--- config.mk ---
export PLATFORM = sky130hd
export DESIGN_NAME = dco_top
export DESIGN_NICKNAME = d
export VERILOG_FILES = /design/src/rtl/dco_pkg.sv /design/src/rtl/dco_alarm_latch.sv /design/src/rtl/dco_pin_filter.sv /design/src/rtl/dco_top.sv
export SDC_FILE = /design/constraint.sdc
export NUM_CORES = 1
export LEC_CHECK = 0
export BUFFER_PORTS_ARGS = -buffer_cell sky130_fd_sc_hd__buf_4
export CAP_MARGIN = 25
export CORE_UTILIZATION = 57
export DETAILED_ROUTE_END_ITERATION = 16
export PLACE_DENSITY = 0.78
export REMOVE_ABC_BUFFERS = 1
export SETUP_SLACK_MARGIN = 0.15
export SLEW_MARGIN = 40
export SYNTH_ARGS = -nofsm -noshare
export SYNTH_HDL_FRONTEND = slang
export SYNTH_SLANG_ARGS = --single-unit
--- constraint.sdc ---
create_clock -name CLK_SYS -period 2.5 [get_ports CLK_SYS]
set_input_delay 0.75 -clock CLK_SYS [delete_from_list [all_inputs] [get_ports CLK_SYS]]
set_output_delay 0.75 -clock CLK_SYS [all_outputs]
set_load 0.1 [all_outputs]
--- src/rtl/dco_pkg.sv ---
package dco_pkg;

    localparam int          CLK_HZ          = 20_000_000;
    localparam int          FILTER_TIME_US  = 1000;
    localparam int          FILTER_CYCLES   = FILTER_TIME_US * (CLK_HZ / 1_000_000);
    localparam int          ACK_LOW_TIME_MS = 50;
    localparam int          ACK_LOW_CYCLES  = ACK_LOW_TIME_MS * (CLK_HZ / 1000);

    // Measurement codes: nominal full scale and the 110 percent level
    localparam logic [15:0] NOMINAL_CODE    = 16'h8000;
    localparam logic [15:0] THRESH_RESET    = 16'h8CCC;
    localparam logic [15:0] POWER_MAX       = 16'h8CCC;

    // Alarm indices
    localparam int          ALM_OV          = 0;
    localparam int          ALM_OC          = 1;
    localparam int          ALM_OP          = 2;
    localparam int          ALM_SF          = 3;
    localparam int          ALM_OT          = 4;
    localparam int          ALM_N           = 5;

    // Register byte offsets
    localparam logic [11:0] OFF_CTRL        = 12'h000;
    localparam logic [11:0] OFF_CMD         = 12'h004;
    localparam logic [11:0] OFF_STATUS      = 12'h008;
    localparam logic [11:0] OFF_EVENT       = 12'h00C;
    localparam logic [11:0] OFF_THR_V       = 12'h010;
    localparam logic [11:0] OFF_THR_I       = 12'h014;
    localparam logic [11:0] OFF_THR_P       = 12'h018;

    // CTRL fields
    localparam int          CTRL_INVERT     = 0;
    localparam int          CTRL_SOUND      = 1;
    localparam int          CTRL_RESTORE    = 2;
    localparam logic [2:0]  CTRL_RESET      = 3'h0;

    // CMD fields, write one to act
    localparam int          CMD_ON          = 0;
    localparam int          CMD_OFF         = 1;
    localparam int          CMD_ACK         = 2;

    // STATUS fields
    localparam int          ST_OUT_ON       = 0;
    localparam int          ST_LOCKED       = 1;
    localparam int          ST_REMOTE       = 2;
    localparam int          ST_ENABLE_LVL   = 3;
    localparam int          ST_PEND_LSB     = 8;
    localparam int          ST_COND_LSB     = 16;

    // EVENT fields, write one to clear
    localparam int          EV_REFUSED      = 0;

    typedef enum logic [2:0] {
        DCO_OFF    = 3'b001,
        DCO_ON     = 3'b010,
        DCO_LOCKED = 3'b100
    } dco_state_t;

endpackage : dco_pkg

--- src/rtl/dco_alarm_latch.sv ---
`timescale 1ns/1ps
module dco_alarm_latch
    import dco_pkg::*;
(
    input  logic             clk,
    input  logic             rst_n,
    input  logic [ALM_N-1:0] cond,
    input  logic [ALM_N-1:0] ack,
    output logic [ALM_N-1:0] pending
);
    for (genvar i = 0; i < ALM_N; i++) begin : g_alm
        // Condition holds the flag, so it also wins over an acknowledge
        always_ff @(posedge clk or negedge rst_n) begin
            if (!rst_n) begin
                pending[i] <= 1'b0;
            end else if (cond[i]) begin
                pending[i] <= 1'b1;
            end else if (ack[i]) begin
                pending[i] <= 1'b0;
            end
        end
    end
endmodule : dco_alarm_latch

--- src/rtl/dco_pin_filter.sv ---
`timescale 1ns/1ps
module dco_pin_filter #(
    parameter int CYCLES = 4
) (
    input  logic clk,
    input  logic rst_n,
    input  logic pin,
    output logic level
);
    logic                      meta_q;
    logic                      sync_q;
    logic [$clog2(CYCLES+1)-1:0] cnt_q;

    // Reset to high: an open pin is pulled up
    always_ff @(posedge clk or negedge rst_n) begin
        if (!rst_n) begin
            meta_q <= 1'b1;
            sync_q <= 1'b1;
        end else begin
            meta_q <= pin;
            sync_q <= meta_q;
        end
    end

    // Level only moves after CYCLES stable samples, so contact bounce is ignored
    always_ff @(posedge clk or negedge rst_n) begin
        if (!rst_n) begin
            cnt_q <= '0;
            level <= 1'b1;
        end else if (sync_q == level) begin
            cnt_q <= '0;
        end else if (cnt_q == ($clog2(CYCLES+1))'(CYCLES - 1)) begin
            cnt_q <= '0;
            level <= sync_q;
        end else begin
            cnt_q <= cnt_q + 1'b1;
        end
    end
endmodule : dco_pin_filter

--- src/rtl/dco_top.sv ---
// Added by the designer: the APB register port and the register addresses.
`timescale 1ns/1ps
module dco_top
    import dco_pkg::*;
#(
    parameter int FILTER_LEN  = FILTER_CYCLES,
    parameter int ACK_LOW_LEN = ACK_LOW_CYCLES
) (
    // Clock and reset
    input  logic        CLK_SYS,
    input  logic        RST_N,
    // APB slave
    input  logic        PSEL,
    input  logic        PENABLE,
    input  logic        PWRITE,
    input  logic [11:0] PADDR,
    input  logic [31:0] PWDATA,
    output logic [31:0] PRDATA,
    output logic        PREADY,
    output logic        PSLVERR,
    // Interface pins
    input  logic        STANDBY_INPUT,
    input  logic        REMOTE_SELECT_N,
    output logic        OVERVOLTAGE_OUT,
    output logic        THERMAL_SUPPLY_ALARM_OUTPUT,
    // Front panel
    input  logic        BTN_ONOFF,
    input  logic        BTN_ENTER,
    output logic        POPUP_REFUSED,
    output logic        ALARM_DISPLAY,
    output logic        ALARM_SOUND,
    // Power stage
    input  logic [15:0] MEAS_VOLTAGE,
    input  logic [15:0] MEAS_CURRENT,
    input  logic [15:0] MEAS_POWER,
    input  logic        SUPPLY_FAULT,
    input  logic        OVERTEMP_TRIP,
    output logic        DC_OUTPUT_ON
);
    import dco_pkg::*;

    logic             standby_f;
    logic             remote_n_f;
    logic             remote;
    logic             enable_lvl;
    logic [2:0]       ctrl_q;
    logic [15:0]      thr_v_q;
    logic [15:0]      thr_i_q;
    logic [15:0]      thr_p_q;
    logic             refused_q;
    logic             cmd_on;
    logic             cmd_off;
    logic             cmd_ack;
    logic [ALM_N-1:0] cond_q;
    logic [ALM_N-1:0] pending;
    logic [ALM_N-1:0] ack_vec;
    logic             any_pending;
    logic             sw_on_req;
    logic             sw_off_req;
    logic             toggle_req;
    logic             refuse_now;
    logic             manual_ack;
    logic             remote_ack;
    logic             en_prev_q;
    logic [$clog2(ACK_LOW_LEN+1)-1:0] low_cnt_q;
    logic             low_long_q;
    logic             sf_prev_q;
    logic             sf_was_on_q;
    logic             restore_evt;
    logic             restore_req_q;
    dco_state_t       state_q;
    dco_state_t       state_d;
    logic             wr_en;
    logic             rd_setup;
    logic             addr_ok;
    logic [31:0]      rdata_d;
    logic [15:0]      wdata_p;

    // Pin conditioning
    dco_pin_filter #(.CYCLES(FILTER_LEN)) u_standby_filter (
        .clk   (CLK_SYS),
        .rst_n (RST_N),
        .pin   (STANDBY_INPUT),
        .level (standby_f)
    );

    dco_pin_filter #(.CYCLES(FILTER_LEN)) u_remote_filter (
        .clk   (CLK_SYS),
        .rst_n (RST_N),
        .pin   (REMOTE_SELECT_N),
        .level (remote_n_f)
    );

    // Analog setpoints outside this block rely on this level being low
    assign remote     = !remote_n_f;
    // Normal: high or open enables; inverted swaps the meaning
    assign enable_lvl = standby_f ^ ctrl_q[CTRL_INVERT];

    // APB decode: no wait state, answer registered in the setup cycle
    assign wr_en    = PSEL && PENABLE && PREADY && PWRITE;
    assign rd_setup = PSEL && !PENABLE;
    assign addr_ok  = (PADDR == OFF_CTRL) || (PADDR == OFF_CMD) || (PADDR == OFF_STATUS) ||
                      (PADDR == OFF_EVENT) || (PADDR == OFF_THR_V) || (PADDR == OFF_THR_I) ||
                      (PADDR == OFF_THR_P);
    assign cmd_on   = wr_en && (PADDR == OFF_CMD) && PWDATA[CMD_ON];
    assign cmd_off  = wr_en && (PADDR == OFF_CMD) && PWDATA[CMD_OFF];
    assign cmd_ack  = wr_en && (PADDR == OFF_CMD) && PWDATA[CMD_ACK];
    assign wdata_p  = (PWDATA[15:0] > POWER_MAX) ? POWER_MAX : PWDATA[15:0];

    always_comb begin
        rdata_d = '0;
        case (PADDR)
            OFF_CTRL:   rdata_d[2:0] = ctrl_q;
            OFF_STATUS: begin
                rdata_d[ST_OUT_ON]     = (state_q == DCO_ON);
                rdata_d[ST_LOCKED]     = (state_q == DCO_LOCKED);
                rdata_d[ST_REMOTE]     = remote;
                rdata_d[ST_ENABLE_LVL] = enable_lvl;
                rdata_d[ST_PEND_LSB +: ALM_N] = pending;
                rdata_d[ST_COND_LSB +: ALM_N] = cond_q;
            end
            OFF_EVENT:  rdata_d[EV_REFUSED] = refused_q;
            OFF_THR_V:  rdata_d[15:0] = thr_v_q;
            OFF_THR_I:  rdata_d[15:0] = thr_i_q;
            OFF_THR_P:  rdata_d[15:0] = thr_p_q;
            default:    rdata_d = '0;
        endcase
    end

    always_ff @(posedge CLK_SYS or negedge RST_N) begin
        if (!RST_N) begin
            PREADY  <= 1'b0;
            PSLVERR <= 1'b0;
            PRDATA  <= '0;
        end else if (rd_setup) begin
            PREADY  <= 1'b1;
            PSLVERR <= !addr_ok;
            PRDATA  <= PWRITE ? 32'h0000_0000 : rdata_d;
        end else begin
            PREADY  <= 1'b0;
            PSLVERR <= 1'b0;
        end
    end

    // Configuration registers
    always_ff @(posedge CLK_SYS or negedge RST_N) begin
        if (!RST_N) begin
            ctrl_q  <= CTRL_RESET;
            thr_v_q <= THRESH_RESET;
            thr_i_q <= THRESH_RESET;
            thr_p_q <= THRESH_RESET;
        end else if (wr_en) begin
            case (PADDR)
                OFF_CTRL:  ctrl_q  <= PWDATA[2:0];
                OFF_THR_V: thr_v_q <= PWDATA[15:0];
                OFF_THR_I: thr_i_q <= PWDATA[15:0];
                OFF_THR_P: thr_p_q <= wdata_p;
                default:   ctrl_q  <= ctrl_q;
            endcase
        end
    end

    // Protection comparators; the temperature trip is a fixed hardware level
    always_ff @(posedge CLK_SYS or negedge RST_N) begin
        if (!RST_N) begin
            cond_q <= '0;
        end else begin
            cond_q[ALM_OV] <= (MEAS_VOLTAGE >= thr_v_q);
            cond_q[ALM_OC] <= (MEAS_CURRENT >= thr_i_q);
            cond_q[ALM_OP] <= (MEAS_POWER >= thr_p_q);
            cond_q[ALM_SF] <= SUPPLY_FAULT;
            cond_q[ALM_OT] <= OVERTEMP_TRIP;
        end
    end

    // Remote acknowledge: enabling level back after a long enough low phase
    always_ff @(posedge CLK_SYS or negedge RST_N) begin
        if (!RST_N) begin
            en_prev_q  <= 1'b1;
            low_cnt_q  <= '0;
            low_long_q <= 1'b0;
        end else begin
            en_prev_q <= enable_lvl;
            if (enable_lvl) begin
                low_cnt_q  <= '0;
                low_long_q <= 1'b0;
            end else if (low_cnt_q == ($clog2(ACK_LOW_LEN+1))'(ACK_LOW_LEN - 1)) begin
                low_long_q <= 1'b1;
            end else begin
                low_cnt_q <= low_cnt_q + 1'b1;
            end
        end
    end

    assign remote_ack = remote && enable_lvl && !en_prev_q && low_long_q;
    assign manual_ack = !remote && any_pending && (BTN_ONOFF || BTN_ENTER);

    // Temporary supply loss may restore the output if the setting asks for it
    always_ff @(posedge CLK_SYS or negedge RST_N) begin
        if (!RST_N) begin
            sf_prev_q   <= 1'b0;
            sf_was_on_q <= 1'b0;
        end else begin
            sf_prev_q <= cond_q[ALM_SF];
            if (cond_q[ALM_SF] && !sf_prev_q) begin
                sf_was_on_q <= (state_q == DCO_ON);
            end
        end
    end

    assign restore_evt = sf_prev_q && !cond_q[ALM_SF] && ctrl_q[CTRL_RESTORE] && sf_was_on_q;

    // Held until the alarm has cleared, so the output never comes back while an alarm is still shown
    always_ff @(posedge CLK_SYS or negedge RST_N) begin
        if (!RST_N) begin
            restore_req_q <= 1'b0;
        end else if (restore_evt) begin
            restore_req_q <= 1'b1;
        end else if (!any_pending && !(|cond_q)) begin
            restore_req_q <= 1'b0;
        end
    end

    always_comb begin
        ack_vec = {ALM_N{manual_ack || remote_ack || cmd_ack}};
        ack_vec[ALM_SF] = ack_vec[ALM_SF] || restore_evt;
    end

    dco_alarm_latch u_alarms (
        .clk     (CLK_SYS),
        .rst_n   (RST_N),
        .cond    (cond_q),
        .ack     (ack_vec),
        .pending (pending)
    );

    assign any_pending = |pending;

    // A panel press while an alarm is shown acknowledges (local mode only) instead of switching
    assign toggle_req = BTN_ONOFF && !any_pending;
    assign sw_on_req  = cmd_on || (toggle_req && state_q == DCO_OFF);
    assign sw_off_req = cmd_off || (toggle_req && state_q != DCO_OFF);
    assign refuse_now = !remote && state_q == DCO_OFF && sw_on_req && !sw_off_req &&
                        (!enable_lvl || any_pending);

    always_comb begin
        state_d = state_q;
        if (any_pending || (|cond_q)) begin
            state_d = DCO_OFF;
        end else if (restore_req_q && !remote) begin
            state_d = DCO_ON;
        end else if (remote) begin
            state_d = enable_lvl ? DCO_ON : DCO_OFF;
        end else begin
            case (state_q)
                DCO_OFF: begin
                    if (sw_on_req && !sw_off_req && enable_lvl) begin
                        state_d = DCO_ON;
                    end
                end
                DCO_ON: begin
                    if (sw_off_req) begin
                        state_d = DCO_OFF;
                    end else if (!enable_lvl) begin
                        state_d = DCO_LOCKED;
                    end
                end
                DCO_LOCKED: begin
                    if (sw_on_req || sw_off_req) begin
                        state_d = DCO_OFF;
                    end else if (enable_lvl) begin
                        state_d = DCO_ON;
                    end
                end
                default: state_d = DCO_OFF;
            endcase
        end
    end

    always_ff @(posedge CLK_SYS or negedge RST_N) begin
        if (!RST_N) begin
            state_q <= DCO_OFF;
        end else begin
            state_q <= state_d;
        end
    end

    // Refused switch-on: sticky flag for the digital side, pulse for the display
    always_ff @(posedge CLK_SYS or negedge RST_N) begin
        if (!RST_N) begin
            refused_q <= 1'b0;
        end else if (refuse_now) begin
            refused_q <= 1'b1;
        end else if (wr_en && PADDR == OFF_EVENT && PWDATA[EV_REFUSED]) begin
            refused_q <= 1'b0;
        end
    end

    // Output stage follows the next state, so a trip costs no extra cycle
    always_ff @(posedge CLK_SYS or negedge RST_N) begin
        if (!RST_N) begin
            DC_OUTPUT_ON <= 1'b0;
        end else begin
            DC_OUTPUT_ON <= (state_d == DCO_ON);
        end
    end

    // Display popup lasts one cycle per refused attempt
    always_ff @(posedge CLK_SYS or negedge RST_N) begin
        if (!RST_N) begin
            POPUP_REFUSED <= 1'b0;
        end else begin
            POPUP_REFUSED <= refuse_now;
        end
    end

    // Alarm indicators
    always_ff @(posedge CLK_SYS or negedge RST_N) begin
        if (!RST_N) begin
            ALARM_DISPLAY               <= 1'b0;
            ALARM_SOUND                 <= 1'b0;
            OVERVOLTAGE_OUT             <= 1'b0;
            THERMAL_SUPPLY_ALARM_OUTPUT <= 1'b0;
        end else begin
            ALARM_DISPLAY               <= any_pending;
            ALARM_SOUND                 <= any_pending && ctrl_q[CTRL_SOUND];
            OVERVOLTAGE_OUT             <= pending[ALM_OV];
            THERMAL_SUPPLY_ALARM_OUTPUT <= pending[ALM_OT] || pending[ALM_SF];
        end
    end

endmodule : dco_top

### Word-level counts from Yosys, hierarchy flattened

Cells that the tools add are included.

* register bits after elaboration: 166
* input port bits: 103
* output and inout bits: 40
* logic and storage cells: 176

* bitwise gates (word level): 3
* reductions and logical operators: 74
* $lt $le $gt $ge: 4
* add/sub/neg operators: 3
* equal/unequal tests: 17
* multiplexer cells: 40

Operators by type and width (number)
* 15-bit two-way mux: 4
* 16-bit >= comparator: 3
* 20-bit two-way mux: 2
* 12-bit by 5-bit == test with 1-bit output, second input constant: 3
* 1-bit logical AND: 31
* 15-bit by 1-bit adder with 15-bit output, second input constant: 2
* 15-bit == test, second input constant: 2
* 12-bit by 4-bit == test with 1-bit output, second input constant: 2
* 3-bit two-way mux: 8
* 21-bit two-way mux: 1
* 20-bit by 1-bit adder with 20-bit output, second input constant: 1
* 20-bit == test, second input constant: 1
* 5-bit one-hot mux with 4 select lines: 1
* 3-bit one-hot mux with 3 select lines: 2
* 16-bit > comparator, second input constant: 1
* 1-bit logical OR: 16
* 16-bit two-way mux: 1
* 2-bit nonzero test: 8
* 1-bit two-way mux: 15
* 12-bit by 3-bit == test with 1-bit output, second input constant: 1
* 12-bit zero test: 1
* 4-bit one-hot mux with 3 select lines: 1
* 2-bit AND reduction: 6
* 1-bit zero test: 10
* 14 further kinds: 18

### Depth between registers and ports, before layout

* depth after elaboration: 15
* mapped depth: 8
* mapped depth without buffers: 7

### Modules after synthesis

From an unflattened synthesis, not the netlist that was laid out.

* cells, all modules: 825
* area total of the unflattened synthesis: 8285.4 um2

By module, submodules not included
* dco_top: cells an instance 648, times used 1, area an instance 6422.4 um2, seq. area each 2881.5 um2
* dco_pin_filter: cells an instance 81, times used 2, area an instance 840.8 um2, seq. area each 454.2 um2
* dco_alarm_latch: cells an instance 15, times used 1, area an instance 181.4 um2, seq. area each 125.1 um2

### Least setup slack after synthesis

OpenSTA, ideal clock, no wires.

* path kind: input -> register
* from: input PADDR[9]
* to: register thr_p_q[3]
* required time: 2.418 ns
* stages on the path: 7
* path slack: -0.043 ns
* buffers on the path: 2
* arrival: 2.461 ns
* library setup time: 0.082 ns
* cells stage by stage: or4_1 > buf_2 > nor4b_4 > and2_2 > buf_6 > nor2_1 > a211o_1

* longest elaborated chain between the ends: 2

RTL lines
* start: declaration: RTL line dco_top.sv:16 `input logic [11:0] PADDR,`
* 12-bit by 5-bit == test with 1-bit output: RTL line dco_top.sv:153 `case (PADDR)`
* 2-bit AND reduction (no line)
* end signal: assignment: RTL line dco_top.sv:157 `OFF_THR_P: thr_p_q <= wdata_p;`
* end: declaration: RTL line dco_top.sv:49 `logic [15:0] thr_p_q;`

Every way passes these cells.
A chain may end at the register's enable or synchronous reset.

### Worst setup path after layout

* from: input PADDR[9]
* to: register thr_p_q[2]

The elaborated chain is that of the path after synthesis.

==> impl_results.md <==
* Core area at ~0.014 mm^2
* CP required at 2.87 ns
* Maximum clock insertion buffer count at 2
* Top Family by Delay on Critical Path: simple AND/OR/NAND/NOR gates
* Drt pass-1 iters at 5
* First-pass GRT wire length at 33200 um
* Power Dens Cells at 576 mW/mm^2
* Hold WC Path Type: input pin to asynchronous set/reset pin
* Die X-Extent at roughly 120 um
* Met3 GRT Util at 6.00%
* Fmax at between 400 and 500 MHz
* Commonest cells in the synthesized netlist: dfrtp_1 (126), nor2_1 (85), inv_1 (59)
* Die Area at 0.0152 mm^2
* CTS Buf Count at 17
* Relative max-transition margin at 65.1%
* H-tree levels at 4
* CTS tree: done
* Clk sink count at about 160
* Post-CTS sizing at 0
* IO buf count at 115
* Netlist cell types at 64
* Antenna violations before repair at 0
* Worst skew pair latency at 0.43 ns
* Root buf cell: clkbuf_16
* DR WL/cell at around 18 um
* Async S/R FF share, synth at 100%
* Routed WL at 20700 um
* Ys Warns at 0
* Hold_buf cts at 0
* Core Rows at 43
* Status: completed
* Setup TNS at 0 ns
* Avg Cell Area, Syn at 10.1 um^2
* Ports at 143
* Leak at roughly 4.8 nW
* Worst-path maximum fanout at 10
* Final #Nets at 1131
* Arr. time, crit path at 2.65 ns
* Inserted Diodes at 0
* Fin. Hold Viols at 0
* Max incr delay on CP at 0.51 ns
* Met1 Resource Use GR at 38.6%
* Clk_skew at 0.00966 ns
* VDD IR max at 504 uV
* Gpl congestion at 0.823
* Area delta synth->final at 23.0%
* Routed vias/inst at 5.81
* Bufs and invs on worst path at 3
* Postcts setup bufs at 0
* Die H at 123 um
* Count leader, synth: dfrtp_1
* Post-synth EDFFs at 0
* Hold slack at 0.248 ns
* CP cell instances: buf_4 -> or4_1 -> buf_4 -> nor4b_4 -> buf_4 -> nand3_1 -> a21oi_4 -> a211o_1
* Cell taking the most area after synthesis: dfrtp_1
* CP Launch Type: input pin
* CP most frequent cell: buf_4
* Starting DRT DRC Count at 488
* Reg clk slew, reported paths at 0.06 ns
* Number of synthesized register bits at 155
* Pwr Total at 5.93 mW
* Post-layout min period at between 2 and 2.5 ns
* Largest net degree at the start of global routing at between 50 and 60
* Grt total ovfl at 0
* Slew @ Worst Pin at around 0.52 ns
* Dpl hpwl at 15500 um
* DRC viols at 0
* GR Util All Layers at between 20 and 30%
* Main area contributors after synthesis: dfrtp_1 (38%), dfstp_2 (9.1%), ha_1 (7.6%)
* Crit path capture type: flop
* Max-slew violation count at 0
* CP Class: input pin to flop
* Synthesized netlist cell count at 829
* Busiest grt layer: met2
* Final number of setup-violating endpoints at 0
* Critical-path top delay cell: or4_1
* DR vias at between 6000 and 7000
* RSZ-0062 raised after global routing: no
* MaxCap Viol Count at 0
* Met2 Use GR at 47.9%
* Layout cells sized above 1 at around 28%
* Seq/Total Area, Yosys at roughly 47%
* Fin crit share at 90.9%
* Yosys top cell area share at 37.6%
* Top_reg_cell synth: dfrtp_1
* Vias in the first global route at 6676
* Mapped cell area at roughly 0.0084 mm^2
* Post-route ant nets at 0
* Initial Utilization at 59.4%
==> flip-flops by register name, indices dropped and copies added (netlist names), 3 cells and up <==
| signal | cells |
|---|---|
| PRDATA | 21 |
| cond_q | 5 |
| ctrl_q | 3 |
| low_cnt_q | 20 |
| state_q | 3 |
| thr_i_q | 16 |
| thr_p_q | 16 |
| thr_v_q | 16 |
| u_alarms.pending | 5 |
| u_remote_filter.cnt_q | 15 |
| u_standby_filter.cnt_q | 15 |
==> power breakdown <==
part	internal, mW	leakage [nW]	switching, mW
clock network	1.72	0.303	1.01
registers	2.58	1.97	0.0678
logic	0.216	2.51	0.340
==> logic make-up after synthesis <==
logic type                 Yosys count  share of synthesized area (%)
and+or+nand+nor                    287                           18.1
buffers and inverters              101                           5.41
muxes                               42                           5.57
xor gates and xnor gates            45                           4.71
AOI/OAI and AO/OA                  147                           11.8
DFF                                155                           46.7
adders and majority gates           51                           7.62
other                                1                         0.0448
==> final cells by class <==
type / instances / area, um^2
Clock buffer: 21 / 460
Timing Repair Buffer: 161 / 1260
Tap cell: 180 / 225
Inverter: 59 / 221
Sequential cell: 155 / 3920
Fill cell: 1061 / 3790
Clock inverter: 11 / 168
Multi-Input combinational cell: 583 / 4050
==> placed cells by master (no fill, tap or decap), drive strengths merged, types with 21 or more instances in the layout <==
cell type and instances:
ha 51, nand3 27, xor2 30, clkbuf 21
nor2 85, dfrtp 126, buf 161, mux2 37
nand2 56, o21ai 37, inv 59, nand4 24
dfstp 29, nor3 23, a21oi 30
==> per-stage QoR <==
| stage | cells | utilization (%) | cell area, um^2 | worst slack, ns |
|---|---|---|---|---|
| 2_1_floorplan | 797 | - | 8180 | -0.267 |
| 3_3_place_gp | 1138 | 68.7 | 9680 | -0.175 |
| 3_5_place_dp | 1138 | 68.7 | 9680 | -0.218 |
| 4_1_cts | 1170 | 73.1 | 10300 | 0.236 |
| 5_1_grt | 1170 | 73.1 | 10300 | 0.158 |
| 6_report | 1170 | 73.1 | 10300 | 0.227 |
==> path summary, 6_finish.rpt <==
kind | startpoint | endpoint | slack, ns | depth (start not counted)
max in group asynchronous | RST_N | thr_v_q[6] | 1.52 | 2
hold reg to reg | u_standby_filter.meta_q | u_standby_filter.sync_q | 0.36 | 0
setup reg to reg | thr_p_q[2] | cond_q[2] | 0.26 | 9
hold / removal | RST_N | u_standby_filter.cnt_q[9] | 0.25 | 1
min in group CLK_SYS | u_standby_filter.meta_q | u_standby_filter.sync_q | 0.36 | 0
setup / recovery | PADDR[9] | thr_p_q[2] | 0.23 | 8
==> metal layers <==
layer | vias to the layer above | share of wire (%)
met5 | - | 0
met4 | 0 | 1.9
met2 | 246 | 49
met1 | 3317 | 44
met3 | 30 | 5.6
li1 | 3209 | -
(Power assumes the default switching activity.)
